--- src/cies_defines.svh ---
// Constants of the instruction execution block: register map, field
// positions, reset values and opcode encodings.
// Assumes inclusion by cies_pkg and by each design module, under its guard.
`ifndef CIES_DEFINES_SVH
`define CIES_DEFINES_SVH

// -----------------------------------------------------------------
// Register map
// -----------------------------------------------------------------
`define CIES_ADDR_INSTR_LO 8'h00
`define CIES_ADDR_INSTR_HI 8'h01
`define CIES_ADDR_ACC 8'h02
`define CIES_ADDR_STATUS 8'h03
`define CIES_ADDR_PCNT_LO 8'h04
`define CIES_ADDR_PCNT_HI 8'h05
`define CIES_ADDR_STACK_LVL 8'h06

// -----------------------------------------------------------------
// Status bit positions and reset values
// -----------------------------------------------------------------
`define CIES_BIT_CARRY 0
`define CIES_BIT_DCARRY 1
`define CIES_BIT_ZERO 2
`define CIES_BIT_PDOWN 3
`define CIES_BIT_TMOUT 4
`define CIES_BIT_IRQEN 5
`define CIES_BIT_ASLEEP 6
`define CIES_BIT_BUSY 7
`define CIES_RST_ACC 8'h00
`define CIES_RST_PCNT 12'h000
`define CIES_RST_FLAGS 6'h18

// -----------------------------------------------------------------
// Opcodes and sizes
// -----------------------------------------------------------------
`define CIES_W_NOP 14'h0000
`define CIES_W_SLEEP 14'h0003
`define CIES_W_WDT_CLEAR 14'h0004
`define CIES_W_RETURN 14'h0040
`define CIES_W_RETURN_IRQ 14'h0060
`define CIES_P_SUB 6'h02
`define CIES_P_OR_FILE 6'h04
`define CIES_P_XOR_FILE 6'h06
`define CIES_P_MOVE_TEST 6'h08
`define CIES_P_ROT_RIGHT 6'h0C
`define CIES_P_ROT_LEFT 6'h0D
`define CIES_P_SWAP 6'h0E
`define CIES_P_INC_SKIP 6'h0F
`define CIES_P_RETURN_LIT 6'h18
`define CIES_P_LIT_ACC 6'h19
`define CIES_P_OR_LIT 6'h1A
`define CIES_P_XOR_LIT 6'h1F
`define CIES_P_CALL 2'b10
`define CIES_STACK_DEPTH 4
`define CIES_FILE_WORDS 128

`endif

--- src/cies_pkg.sv ---
// Types shared by the instruction execution block.
// Assumes cies_defines.svh is on the include path.
package cies_pkg;
`include "cies_defines.svh"

  typedef enum logic [4:0] {
    OP_NOP = 5'h00, OP_POWER_DOWN = 5'h01, OP_RETURN_SUB = 5'h02,
    OP_RETURN_IRQ = 5'h03, OP_ACC_TO_SPECIAL = 5'h04,
    OP_ACC_TO_FILE = 5'h05, OP_SUB_FILE = 5'h06, OP_OR_FILE = 5'h07,
    OP_XOR_FILE = 5'h08, OP_FILE_TO_ACC = 5'h09, OP_TEST_ZERO = 5'h0A,
    OP_ROT_RIGHT = 5'h0B, OP_ROT_LEFT = 5'h0C, OP_SWAP = 5'h0D,
    OP_INC_SKIP = 5'h0E, OP_RETURN_LIT = 5'h0F, OP_LIT_TO_ACC = 5'h10,
    OP_OR_LIT = 5'h11, OP_XOR_LIT = 5'h12, OP_CALL = 5'h13,
    OP_OTHER = 5'h14
  } cies_op_e;

  typedef enum logic [1:0] {
    ST_IDLE = 2'b00, ST_EXEC = 2'b01, ST_SECOND = 2'b10
  } cies_state_e;

  typedef struct packed {
    logic [7:0] addr;
    logic [7:0] wr_data;
    logic wr;
    logic rd;
  } cies_bus_s;

  typedef struct packed {
    logic irq_en;
    logic timeout;
    logic pdown;
    logic zero;
    logic dcarry;
    logic carry;
  } cies_flags_s;
endpackage : cies_pkg
--- src/cies_call_stack.sv ---
// Hardware return stack, circular, with a saturating fill count.
// Assumes push and pop are never raised together.
`timescale 1ns/1ps
`include "cies_defines.svh"
module cies_call_stack (
  input wire logic i_clk,
  input wire logic i_rst,
  input wire logic i_push,
  input wire logic i_pop,
  input wire logic [11:0] i_push_data,
  output logic [11:0] o_top,
  output logic [2:0] o_level
);
  import cies_pkg::*;

  logic [11:0] entry_reg [`CIES_STACK_DEPTH];
  logic [1:0] ptr_reg;

  // Overflow wraps and overwrites the oldest entry, as small cores do.
  always_ff @(posedge i_clk) begin
    if (i_rst) begin
      ptr_reg <= 2'h0;
    end else if (i_push) begin
      entry_reg[2'(ptr_reg + 2'h1)] <= i_push_data;
      ptr_reg <= 2'(ptr_reg + 2'h1);
    end else if (i_pop) begin
      ptr_reg <= 2'(ptr_reg - 2'h1);
    end
  end

  always_ff @(posedge i_clk) begin
    if (i_rst) begin
      o_level <= 3'h0;
    end else if (i_push && o_level != 3'(`CIES_STACK_DEPTH)) begin
      o_level <= 3'(o_level + 3'h1);
    end else if (i_pop && o_level != 3'h0) begin
      o_level <= 3'(o_level - 3'h1);
    end
  end

  assign o_top = entry_reg[ptr_reg];
endmodule : cies_call_stack

--- src/cies_core.sv ---
// Instruction execution core for a subset of a 14-bit instruction set.
// Assumes a single-cycle register bus master on the same clock and a
// wake pin that is asynchronous to the clock.
`timescale 1ns/1ps
`include "cies_defines.svh"
module cies_core (
  input wire logic I_MCLK,
  input wire logic I_SYS_RST,
  input wire cies_pkg::cies_bus_s I_BUS,
  input wire logic I_WAKE,
  output logic [7:0] O_RD_DATA,
  output logic O_BUSY,
  output logic O_OSC_STOP,
  output logic [11:0] O_PROG_COUNTER,
  output logic O_IRQ_ENABLE
);
  import cies_pkg::*;

  // -----------------------------------------------------------------
  // Decode
  // -----------------------------------------------------------------
  function automatic cies_op_e decode_op(input logic [13:0] w);
    cies_op_e op;
    op = OP_OTHER;
    if (w == `CIES_W_NOP) begin
      op = OP_NOP;
    end else if (w == `CIES_W_SLEEP) begin
      op = OP_POWER_DOWN;
    end else if (w == `CIES_W_RETURN) begin
      op = OP_RETURN_SUB;
    end else if (w == `CIES_W_RETURN_IRQ) begin
      op = OP_RETURN_IRQ;
    end else if (w == `CIES_W_WDT_CLEAR) begin
      op = OP_OTHER;
    end else if (w[13:6] == 8'h00) begin
      op = OP_ACC_TO_SPECIAL;
    end else if (w[13:7] == 7'h01) begin
      op = OP_ACC_TO_FILE;
    end else if (w[13:12] == `CIES_P_CALL) begin
      op = OP_CALL;
    end else begin
      case (w[13:8])
        `CIES_P_SUB: op = OP_SUB_FILE;
        `CIES_P_OR_FILE: op = OP_OR_FILE;
        `CIES_P_XOR_FILE: op = OP_XOR_FILE;
        `CIES_P_MOVE_TEST: op = w[7] ? OP_TEST_ZERO : OP_FILE_TO_ACC;
        `CIES_P_ROT_RIGHT: op = OP_ROT_RIGHT;
        `CIES_P_ROT_LEFT: op = OP_ROT_LEFT;
        `CIES_P_SWAP: op = OP_SWAP;
        `CIES_P_INC_SKIP: op = OP_INC_SKIP;
        `CIES_P_RETURN_LIT: op = OP_RETURN_LIT;
        `CIES_P_LIT_ACC: op = OP_LIT_TO_ACC;
        `CIES_P_OR_LIT: op = OP_OR_LIT;
        `CIES_P_XOR_LIT: op = OP_XOR_LIT;
        default: op = OP_OTHER;
      endcase
    end
    return op;
  endfunction : decode_op

  // -----------------------------------------------------------------
  // State
  // -----------------------------------------------------------------
  cies_state_e state_reg;
  cies_op_e op_reg;
  cies_flags_s flags_reg;
  cies_flags_s flags_next;
  logic [7:0] instr_lo_reg;
  logic [13:0] instr_reg;
  logic [7:0] acc_reg;
  logic [7:0] acc_next;
  logic [11:0] pcnt_reg;
  logic [11:0] pcnt_next;
  logic osc_stop_reg;
  logic wake_meta_reg;
  logic wake_sync_reg;
  logic [7:0] ram_q;
  logic ram_we;
  logic [6:0] ram_waddr;
  logic [7:0] ram_wdata;
  logic [11:0] stack_top;
  logic [2:0] stack_level;
  logic push;
  logic pop;
  logic two_cycle;
  logic use_dest;
  logic [7:0] res;
  logic [8:0] diff;
  logic [4:0] ndiff;
  logic issue;
  logic sw_wr;

  wire exec = (state_reg == ST_EXEC);
  wire [7:0] lit = instr_reg[7:0];
  wire dest_file = instr_reg[7];

  // Software may only write registers while no instruction runs.
  assign sw_wr = I_BUS.wr && (state_reg == ST_IDLE);
  assign issue = sw_wr && !osc_stop_reg
      && I_BUS.addr == `CIES_ADDR_INSTR_HI;

  cies_file_ram u_file_ram (
    .i_clk(I_MCLK),
    .i_rst(I_SYS_RST),
    .i_we(ram_we),
    .i_waddr(ram_waddr),
    .i_wdata(ram_wdata),
    .i_raddr(instr_lo_reg[6:0]),
    .o_rdata(ram_q)
  );

  cies_call_stack u_call_stack (
    .i_clk(I_MCLK),
    .i_rst(I_SYS_RST),
    .i_push(push),
    .i_pop(pop),
    .i_push_data(12'(pcnt_reg + 12'h001)),
    .o_top(stack_top),
    .o_level(stack_level)
  );

  // -----------------------------------------------------------------
  // Execute
  // -----------------------------------------------------------------
  always_comb begin
    diff = 9'({1'b0, ram_q} - {1'b0, acc_reg});
    ndiff = 5'({1'b0, ram_q[3:0]} - {1'b0, acc_reg[3:0]});
    res = 8'h00;
    use_dest = 1'b0;
    two_cycle = 1'b0;
    push = 1'b0;
    pop = 1'b0;
    acc_next = acc_reg;
    flags_next = flags_reg;
    pcnt_next = 12'(pcnt_reg + 12'h001);
    ram_we = 1'b0;
    ram_waddr = instr_reg[6:0];
    ram_wdata = acc_reg;
    if (exec) begin
      unique case (op_reg)
        OP_NOP, OP_OTHER: begin
          res = 8'h00;
        end
        OP_POWER_DOWN: begin
          flags_next.timeout = 1'b1;
          flags_next.pdown = 1'b0;
        end
        OP_RETURN_SUB: begin
          pop = 1'b1;
          two_cycle = 1'b1;
          pcnt_next = stack_top;
        end
        OP_RETURN_IRQ: begin
          pop = 1'b1;
          two_cycle = 1'b1;
          pcnt_next = stack_top;
          flags_next.irq_en = 1'b1;
        end
        OP_RETURN_LIT: begin
          pop = 1'b1;
          two_cycle = 1'b1;
          pcnt_next = stack_top;
          acc_next = lit;
        end
        OP_CALL: begin
          push = 1'b1;
          two_cycle = 1'b1;
          pcnt_next = instr_reg[11:0];
        end
        OP_ACC_TO_SPECIAL: begin
          ram_we = 1'b1;
          ram_waddr = {1'b0, instr_reg[5:0]};
        end
        OP_ACC_TO_FILE: begin
          ram_we = 1'b1;
        end
        OP_FILE_TO_ACC: begin
          acc_next = ram_q;
        end
        OP_LIT_TO_ACC: begin
          acc_next = lit;
        end
        OP_TEST_ZERO: begin
          flags_next.zero = (ram_q == 8'h00);
        end
        OP_SUB_FILE: begin
          res = diff[7:0];
          use_dest = 1'b1;
          flags_next.carry = !diff[8];
          flags_next.dcarry = !ndiff[4];
        end
        OP_OR_FILE: begin
          res = acc_reg | ram_q;
          use_dest = 1'b1;
        end
        OP_XOR_FILE: begin
          res = acc_reg ^ ram_q;
          use_dest = 1'b1;
        end
        OP_ROT_LEFT: begin
          res = {ram_q[6:0], flags_reg.carry};
          use_dest = 1'b1;
          flags_next.carry = ram_q[7];
        end
        OP_ROT_RIGHT: begin
          res = {flags_reg.carry, ram_q[7:1]};
          use_dest = 1'b1;
          flags_next.carry = ram_q[0];
        end
        OP_SWAP: begin
          res = {ram_q[3:0], ram_q[7:4]};
          use_dest = 1'b1;
        end
        OP_INC_SKIP: begin
          res = 8'(ram_q + 8'h01);
          use_dest = 1'b1;
          if (res == 8'h00) begin
            two_cycle = 1'b1;
            pcnt_next = 12'(pcnt_reg + 12'h002);
          end
        end
        OP_OR_LIT: begin
          acc_next = acc_reg | lit;
        end
        OP_XOR_LIT: begin
          acc_next = acc_reg ^ lit;
        end
      endcase
      // Zero flag from OR, XOR and subtract results.
      if (op_reg == OP_OR_LIT || op_reg == OP_XOR_LIT) begin
        flags_next.zero = (acc_next == 8'h00);
      end else if (op_reg == OP_SUB_FILE || op_reg == OP_OR_FILE
          || op_reg == OP_XOR_FILE) begin
        flags_next.zero = (res == 8'h00);
      end
      if (use_dest) begin
        if (dest_file) begin
          ram_we = 1'b1;
          ram_wdata = res;
        end else begin
          acc_next = res;
        end
      end
    end
  end

  // -----------------------------------------------------------------
  // Sequencing
  // -----------------------------------------------------------------
  always_ff @(posedge I_MCLK) begin
    if (I_SYS_RST) begin
      state_reg <= ST_IDLE;
    end else begin
      unique case (state_reg)
        ST_IDLE: state_reg <= issue ? ST_EXEC : ST_IDLE;
        ST_EXEC: state_reg <= two_cycle ? ST_SECOND : ST_IDLE;
        ST_SECOND: state_reg <= ST_IDLE;
        default: state_reg <= ST_IDLE;
      endcase
    end
  end

  always_ff @(posedge I_MCLK) begin
    if (I_SYS_RST) begin
      instr_lo_reg <= 8'h00;
      instr_reg <= `CIES_W_NOP;
      op_reg <= OP_NOP;
    end else if (issue) begin
      instr_reg <= {I_BUS.wr_data[5:0], instr_lo_reg};
      op_reg <= decode_op({I_BUS.wr_data[5:0], instr_lo_reg});
    end else if (sw_wr && I_BUS.addr == `CIES_ADDR_INSTR_LO) begin
      instr_lo_reg <= I_BUS.wr_data;
    end
  end

  always_ff @(posedge I_MCLK) begin
    if (I_SYS_RST) begin
      acc_reg <= `CIES_RST_ACC;
    end else if (exec) begin
      acc_reg <= acc_next;
    end else if (sw_wr && I_BUS.addr == `CIES_ADDR_ACC) begin
      acc_reg <= I_BUS.wr_data;
    end
  end

  // Timeout and power-down flags are read-only to software.
  always_ff @(posedge I_MCLK) begin
    if (I_SYS_RST) begin
      flags_reg <= `CIES_RST_FLAGS;
    end else if (exec) begin
      flags_reg <= flags_next;
    end else if (sw_wr && I_BUS.addr == `CIES_ADDR_STATUS) begin
      flags_reg.carry <= I_BUS.wr_data[`CIES_BIT_CARRY];
      flags_reg.dcarry <= I_BUS.wr_data[`CIES_BIT_DCARRY];
      flags_reg.zero <= I_BUS.wr_data[`CIES_BIT_ZERO];
      flags_reg.irq_en <= I_BUS.wr_data[`CIES_BIT_IRQEN];
    end
  end

  always_ff @(posedge I_MCLK) begin
    if (I_SYS_RST) begin
      pcnt_reg <= `CIES_RST_PCNT;
    end else if (exec) begin
      pcnt_reg <= pcnt_next;
    end else if (sw_wr && I_BUS.addr == `CIES_ADDR_PCNT_LO) begin
      pcnt_reg[7:0] <= I_BUS.wr_data;
    end else if (sw_wr && I_BUS.addr == `CIES_ADDR_PCNT_HI) begin
      pcnt_reg[11:8] <= I_BUS.wr_data[3:0];
    end
  end

  // -----------------------------------------------------------------
  // Power-down and wake
  // -----------------------------------------------------------------
  always_ff @(posedge I_MCLK) begin
    if (I_SYS_RST) begin
      wake_meta_reg <= 1'b0;
      wake_sync_reg <= 1'b0;
    end else begin
      wake_meta_reg <= I_WAKE;
      wake_sync_reg <= wake_meta_reg;
    end
  end

  // A wake level held from before the sleep would restart at once, so
  // software must release the pin before issuing the power-down word.
  always_ff @(posedge I_MCLK) begin
    if (I_SYS_RST) begin
      osc_stop_reg <= 1'b0;
    end else if (exec && op_reg == OP_POWER_DOWN) begin
      osc_stop_reg <= 1'b1;
    end else if (wake_sync_reg) begin
      osc_stop_reg <= 1'b0;
    end
  end

  // -----------------------------------------------------------------
  // Read port and outputs
  // -----------------------------------------------------------------
  always_ff @(posedge I_MCLK) begin
    if (I_SYS_RST) begin
      O_RD_DATA <= 8'h00;
    end else if (I_BUS.rd) begin
      unique case (I_BUS.addr)
        `CIES_ADDR_INSTR_LO: O_RD_DATA <= instr_lo_reg;
        `CIES_ADDR_INSTR_HI: O_RD_DATA <= {2'b00, instr_reg[13:8]};
        `CIES_ADDR_ACC: O_RD_DATA <= acc_reg;
        `CIES_ADDR_STATUS: O_RD_DATA <= {state_reg != ST_IDLE,
            osc_stop_reg, flags_reg};
        `CIES_ADDR_PCNT_LO: O_RD_DATA <= pcnt_reg[7:0];
        `CIES_ADDR_PCNT_HI: O_RD_DATA <= {4'h0, pcnt_reg[11:8]};
        `CIES_ADDR_STACK_LVL: O_RD_DATA <= {5'h00, stack_level};
        default: O_RD_DATA <= 8'h00;
      endcase
    end else begin
      O_RD_DATA <= 8'h00;
    end
  end

  always_ff @(posedge I_MCLK) begin
    if (I_SYS_RST) begin
      O_BUSY <= 1'b0;
      O_OSC_STOP <= 1'b0;
      O_PROG_COUNTER <= `CIES_RST_PCNT;
      O_IRQ_ENABLE <= 1'b0;
    end else begin
      O_BUSY <= (state_reg == ST_IDLE) ? issue : (exec && two_cycle);
      O_OSC_STOP <= osc_stop_reg;
      O_PROG_COUNTER <= pcnt_reg;
      O_IRQ_ENABLE <= flags_reg.irq_en;
    end
  end
endmodule : cies_core

--- src/cies_file_ram.sv ---
// File register memory, one write port and one registered read port.
// Assumes a single clock shared with the core.
`timescale 1ns/1ps
`include "cies_defines.svh"
module cies_file_ram (
  input wire logic i_clk,
  input wire logic i_rst,
  input wire logic i_we,
  input wire logic [6:0] i_waddr,
  input wire logic [7:0] i_wdata,
  input wire logic [6:0] i_raddr,
  output logic [7:0] o_rdata
);
  import cies_pkg::*;

  logic [7:0] mem [`CIES_FILE_WORDS];

  always_ff @(posedge i_clk) begin
    if (i_we) begin
      mem[i_waddr] <= i_wdata;
    end
  end

  // Read data come from a register so the core sees them one cycle on.
  always_ff @(posedge i_clk) begin
    if (i_rst) begin
      o_rdata <= 8'h00;
    end else begin
      o_rdata <= mem[i_raddr];
    end
  end
endmodule : cies_file_ram

--- config.mk ---
export PLATFORM = sky130hd
export DESIGN_NAME = cies_core
export DESIGN_NICKNAME = d
export VERILOG_FILES = /design/src/cies_pkg.sv /design/src/cies_call_stack.sv /design/src/cies_core.sv /design/src/cies_file_ram.sv
export VERILOG_INCLUDE_DIRS = /design/src
export SDC_FILE = /design/constraint.sdc
export NUM_CORES = 1
export LEC_CHECK = 0
export BUFFER_PORTS_ARGS = -buffer_cell sky130_fd_sc_hd__buf_2
export CORE_MARGIN = 10
export CORE_UTILIZATION = 50
export DETAILED_ROUTE_END_ITERATION = 7
export HOLD_SLACK_MARGIN = 0.08
export PLACE_DENSITY = 0.68
export SLEW_MARGIN = 20
export SYNTH_ARGS = -nofsm -noshare
export SYNTH_HDL_FRONTEND = slang
export SYNTH_HIERARCHICAL = 1
export SYNTH_SLANG_ARGS = --single-unit
--- constraint.sdc ---
create_clock -name I_MCLK -period 8.37 [get_ports I_MCLK]
set_input_delay 1.674 -clock I_MCLK [delete_from_list [all_inputs] [get_ports I_MCLK]]
set_output_delay 1.674 -clock I_MCLK [all_outputs]
set_load 0.005 [all_outputs]
==> out/metrics.yaml, run 1 <==
run_status:
  outcome: "finished, violations left"
  failed_checks: "design-rule violations"
clock_network:
  cts_clk_pin_slew_worst_paths_ns: 0.06
  cts.repair.resized: 0
  clock-root-buffer: "sky130_fd_sc_hd__clkbuf_16"
  ctsLongestPathBuffers: 3
  htree_num_levels: 3
  worstSkewPairLatency_ns: 0.70
  ctsHoldBuffers: 0
  postCtsSetupBuffers: 0
  tritoncts: "yes"
  cts_buffer_count: 112
  tritoncts_sink_count: 1167
placement:
  hpwlAfterDp_mm: 80.6
  io_buffer_count: 43
  gp_congestion: 0.963
floorplan:
  floorplan.io_pins: 44
  design.die.area_um2: 111000
  fp.dieH_um: 333
  core-area_um2: 97000
  fp-row-count: 114
  floorplan.initialDensity: 0.505
  die_x_um: 333
power_and_ir_drop:
  post-layout-total-power_mw: 11.4
  static-leakage-power_nw: 15.1
  power.share.switching: 0.195
  sequentialPowerShare: 0.551
  power_frac_comb: 0.008
  largest_voltage_drop_on_the_vdd_net_uv: 186
  share_clk_of_total_power: 0.441
  power-per-cell-area_nw_per_um2: 211
  internal-power_mw: 9.17
  netSwitchingPower_mw: 2.22
global_route:
  grtUsageTotal: 0.225
  global_route.overflow_total: 0
  first_global_vias: 27800
  grt_first_pass_wirelength_mm: 189
  pin_count_of_the_biggest_net_entering_global_routing: 106
  grt_antenna_before_repair: 2
synthesis:
  synthesized_netlist_net_count: 3054
  yosys.area.top_type: "sky130_fd_sc_hd__edfxtp_1"
  yosys_register_bits: 1167
  netlist-cell-type-count: 98
  synth.top_cell.area_share: 0.657
  mean_cell_area_of_the_mapped_netlist_um2: 16.3
  netlist_area_um2: 49000
  synth-edff-count: 1072
  synth.top_cells.by_area: "sky130_fd_sc_hd__edfxtp_1 (66%), sky130_fd_sc_hd__mux4_2 (7.8%), sky130_fd_sc_hd__dfxtp_1 (3.9%)"
  ys_warn_count: 6
  ys.flop_type: "sky130_fd_sc_hd__edfxtp_1"
  ys_seq_area_frac: 0.696
  synth_cells: 2999
  asyncSetResetFlopFracSynth: 0
sta:
  finalMaxSlewViolations: 0
  max_slew_margin: 0.172
  min_period_over_period: 0.598
  hold_violations: 0
  fmax_mhz: 200
  final.setup.tns_ns: 0
  setup_repair_after_global_routing_missed_its_margin: "no"
  worstMarginPinSlew_ns: 1.24
  final-setup-viol-count: 0
  final_period_minus_worst_setup_slack_ns: 5.00
  largest_clock_skew_in_the_final_design_ns: 0.0326
critical_path:
  cp_cell_sequence: "nand2b_1 > a21oi_1 > a2111oi_0 > nand3_1 > buf_4 > o31ai_1 > buf_4 > nor2b_1 > nand2_1 > nor2_1"
  timing_worst_setup_path_type: "reg2reg"
  worst_path_largest_cell_delay_ns: 0.88
  regToRegSetupSlack_ns: 3.37
  critPathSlowestCell: "sky130_fd_sc_hd__nor2_1"
  crit_path_end_kind: "flip-flop"
  worst-endpoint-arrival_ns: 5.32
  critPathMaxFanout: 18
  crit_path_frequent_cell: "sky130_fd_sc_hd__buf_4"
  cp_data_required_time_ns: 8.69
  startpoint_type: "flip-flop"
final_layout:
  syn2layout_area_growth_pct: 9.92
  finish.utilization: 0.555
  ff_latch_area_um2: 34100
  design.final.nets: 3072
  fillers: 7452
  flip_flop_count_of_the_largest_register_all_copies_and_words_added: 1024
  most_common_cell_after_layout_fill_and_taps_aside: "sky130_fd_sc_hd__edfxtp_1"
  multi_input_area_um2: 13700
  mostFrequentLayoutCells: "sky130_fd_sc_hd__edfxtp_1 (1,072), sky130_fd_sc_hd__nor2_1 (217), sky130_fd_sc_hd__mux2i_1 (187)"
  post_route_cells_drive_above_1_share: 0.159
detailed_routing:
  detail_route.vias_per_cell: 6.50
  route.vias.total: 28500
  routedWlPerCell_um: 29.1
  remaining_drc_errors: 2
  drt_first_pass_iters: 8
  drt_first_iter_violations: 4063
  wl_mm: 128
  detail_route_antenna_nets: 0
min_path:
  type_of_the_most_critical_hold_path: "reg2reg"
job:
  timing.max_cap.violations: 0
[worst max-delay path, delay by kind of cell (launching register included)]
kind            cells  cell delay [ns]
compound gates      3             0.87
buf+inv             2             0.48
flops               1             0.71
simple gates        5             2.52
[stage by stage]
stage	area, µm²	setup slack [ns]	instances	hold WS [ns]
floorplan	49000	0.277	2999	0.414
global placement	50100	3.79	4179	0.427
detailed placement	50200	3.62	4179	0.453
CTS	53800	3.59	4390	0.462
global route	53900	3.21	4390	0.483
finish	53900	3.37	4392	0.468
[Yosys cell counts, drive strengths merged, types with 18 or more instances]
library cell and count:
a211oi 22, a21oi 106, a221oi 25, a22o 18
a22oi 77, a31oi 31, buf 97, clkbuf 95
dfxtp 95, edfxtp 1072, ha 32, inv 42
mux2i 187, mux4 186, nand2 185, nand3 53
nor2 221, nor2b 46, nor3 51, o21ai 48
o22ai 26, xnor2 21
[worst paths after layout]
check,start,cells past startpoint,endpoint
min reg2reg,instr_reg[13],2,instr_reg[13]
min,instr_reg[13],2,instr_reg[13]
max,op_reg[0],10,u_file_ram/mem[120][1]
max reg2reg,op_reg[0],10,u_file_ram/mem[120][1]
[power groups by stage]
stage / clock (mW) / combinational [mW] / sequential (mW)
global route: 5.31 / 0.0940 / 6.28
floorplan: 0 / 0.0605 / 6.40
detailed placement: 0 / 0.0850 / 6.40
CTS: 5.09 / 0.0855 / 6.28
global placement: 0 / 0.0844 / 6.40
finish: 5.02 / 0.0881 / 6.28
[final cells by class]
class / instances / share of cell area
sequential: 1167 / 0.633
multi-input combinational: 1598 / 0.254
clock buffer: 143 / 0.0557
tap: 1276 / 0.0296
clock inverter: 68 / 0.0124
timing repair buffer: 96 / 0.0121
inverter: 42 / 0.00293
antenna: 2 / 0.0000929
[metal layers]
metal  track usage  vias up  wire [µm]
met4        0.0846        0       5080
met5             0        -          0
li1              -    12000          -
met3        0.0435      320      13000
met2         0.353     1711      60000
met1         0.311    14500      49900
[cells by family after synthesis]
group / synth area share
DFF: 0.696
muxes: 0.126
and+or+nand+nor: 0.0656
AOI/OAI and AO/OA: 0.0702
adders and majority gates: 0.00899
buffers and inverters: 0.0283
xor gates and xnor gates: 0.00483
(Power assumes the default switching activity.)
==> run 2, diff against run 1 <==
==> constraint.sdc (replaced) <==
create_clock -name I_MCLK -period 4.25 [get_ports I_MCLK]
set_input_delay 0.85 -clock I_MCLK [delete_from_list [all_inputs] [get_ports I_MCLK]]
set_output_delay 0.85 -clock I_MCLK [all_outputs]
set_load 0.005 [all_outputs]
==> run 2 against run 1 <==
Compared with the run above: the flow now finishes without violations; core utilization is 1.5 points higher; via count is 1.3% higher; first-iteration DRC count is 9.3% lower; maximum frequency is 38% higher; clock skew is 0.0036 ns higher; critical endpoint is now u_file_ram/mem[44][6].
==> out/metrics.yaml, run 2 (synthesis gave the netlist of run 1 again) <==
floorplan:
  design.die.area_um2: 111000
  die_x_um: 333
  fp.dieH_um: 333
  fp-row-count: 114
  floorplan.io_pins: 44
  core-area_um2: 97000
  floorplan.initialDensity: 0.505
clock_network:
  tritoncts_sink_count: 1167
  htree_num_levels: 3
  postCtsSetupBuffers: 0
  clock-root-buffer: "sky130_fd_sc_hd__clkbuf_16"
  cts_buffer_count: 114
  ctsHoldBuffers: 0
  ctsLongestPathBuffers: 3
  cts_clk_pin_slew_worst_paths_ns: 0.06
  tritoncts: "yes"
  cts.repair.resized: 0
  worstSkewPairLatency_ns: 0.70
final_layout:
  final_area_um2: 55300
  multi_input_area_um2: 13600
  mostFrequentLayoutCells: "sky130_fd_sc_hd__edfxtp_1 (1,072), sky130_fd_sc_hd__nor2_1 (218), sky130_fd_sc_hd__buf_4 (196)"
  most_common_cell_after_layout_fill_and_taps_aside: "sky130_fd_sc_hd__edfxtp_1"
  design.final.nets: 3238
  syn2layout_area_growth_pct: 12.8
  post_route_cells_drive_above_1_share: 0.199
  fillers: 7371
  ff_latch_area_um2: 34100
  flip_flop_count_of_the_largest_register_all_copies_and_words_added: 1024
  finalNonFillerCells: 4555
sta:
  setup_repair_after_global_routing_missed_its_margin: "no"
  final_period_minus_worst_setup_slack_ns: 3.62
  hold_violations: 0
  fmax_mhz: 277
  worstMarginPinSlew_ns: 1.05
  final-setup-viol-count: 0
  finalHoldWorstSlack_ns: 0.396
  final.setup.tns_ns: 0
  postLayoutSetupSlackWorst_ns: 0.634
  min_period_over_period: 0.851
  max_slew_margin: 0.301
  finalMaxSlewViolations: 0
  largest_clock_skew_in_the_final_design_ns: 0.0361
run_status:
  outcome: "completed"
power_and_ir_drop:
  static-leakage-power_nw: 16.1
  largest_voltage_drop_on_the_vdd_net_uv: 389
  power-per-cell-area_nw_per_um2: 406
critical_path:
  critical-path-top-delay-family: "compound AO/OA/AOI/OAI gates"
  critPathSlowestCell: "sky130_fd_sc_hd__o221ai_1"
  regToRegStartpoint: "u_file_ram/o_rdata[0]"
  crit_path_end_kind: "flip-flop"
  cp_cell_sequence: "inv_1 > ha_1 > fa_1 > nor3_1 > nor3_1 > o31ai_1 > xnor2_1 > o221ai_1 > nor2_1 > a21oi_4 > buf_12"
  path_depth: 11
  cp_data_required_time_ns: 4.67
  path_buf_inv: 2
  critPathLaunch: "u_file_ram/o_rdata[0]"
  worst_path_largest_cell_delay_ns: 0.56
  timing_worst_setup_path_type: "reg2reg"
  rr_worst_depth: 11
  critPathMaxFanout: 92
  worst-endpoint-arrival_ns: 4.03
  startpoint_type: "flip-flop"
  regToRegSetupSlack_ns: 0.63
  crit_path_frequent_cell: "sky130_fd_sc_hd__nor3_1"
min_path:
  hold_path.startpoint: "I_WAKE"
  worstHoldPathCells: 2
  type_of_the_most_critical_hold_path: "in2reg"
global_route:
  grtUsageTotal: 0.228
  global_route.overflow_total: 0
  pin_count_of_the_biggest_net_entering_global_routing: 129
  first_global_vias: 28400
  grt_first_pass_wirelength_mm: 191
  grt_antenna_before_repair: 1
job:
  timing.max_cap.violations: 0
detailed_routing:
  routedWlPerCell_um: 28.4
  route.vias.total: 28900
  wl_mm: 129
  drt_first_iter_violations: 3687
  detail_route.vias_per_cell: 6.35
  remaining_drc_errors: 0
  drt_first_pass_iters: 6
  detail_route_antenna_nets: 0
placement:
  gp_congestion: 0.972
  post_placement_worst_setup_slack_ns: 0.580
  post_dp_cell_area_um2: 51600
  io_buffer_count: 43
  hpwlAfterDp_mm: 82.6
  placed_cells: 4343
run 2: changes by cell type in the layout (fill, tap and decap cells not counted), sizes merged:
| cell | previous run | this run |
|---|---|---|
| clkinv | 50 | 61 |
| buf | 96 | 260 |
| diode | 2 | 1 |
| inv | 46 | 44 |
| clkbuf | 143 | 132 |
| clkinvlp | 3 | 5 |
run 2: path summary, 6_finish.rpt:
| kind | endpoint |
|---|---|
| hold reg to reg | flags_reg[3] |
| hold / removal | wake_meta_reg |
| setup / recovery | u_file_ram/mem[44][6] |
| setup reg to reg | u_file_ram/mem[44][6] |
run 2: final cells by class:
type                            count  share of cell area
Tap cell                         1276              0.0289
Clock buffer                      132              0.0537
Antenna cell                        1           0.0000453
Clock inverter                     79              0.0129
Sequential cell                  1167               0.617
Multi-Input combinational cell   1598               0.246
Timing Repair Buffer              260              0.0381
Inverter                           42             0.00285
run 2: worst register-to-register path, delay by kind of cell, from the launching register on:
kind	cells	cell delay, ns
buffers and inverters	2	0.43
XOR/XNOR	1	0.13
adder cells (fa/ha/maj)	2	0.65
flip-flops	1	0.32
AO/OA/AOI/OAI	3	1.17
AND/OR/NAND/NOR	3	0.54
run 2: per-stage QoR:
step	util	total power [mW]
finish	0.570	22.5
global placement	0.532	12.8
floorplan	-	12.7
global route	0.570	23.0
CTS	0.570	22.6
detailed placement	0.532	12.8
run 2: per-layer routing:
layer  track usage  share of wire  vias to the layer above  routed length [µm]
met5             0        0.00010                        -                  13
met4        0.0841          0.040                        2                5150
met3        0.0530           0.10                      298               13400
met2         0.359           0.47                     1616               60200
met1         0.310           0.39                    14700               50400
li1              -              -                    12300                   -
run 2: where the power goes:
group / switching (mW) / internal, mW / leakage [nW] / total (mW)
sequential: 0.0114 / 12.3 / 9.30 / 12.4
clock: 4.24 / 5.66 / 1.81 / 9.90
combinational: 0.129 / 0.0609 / 4.98 / 0.190
total: 4.38 / 18.1 / 16.1 / 22.5
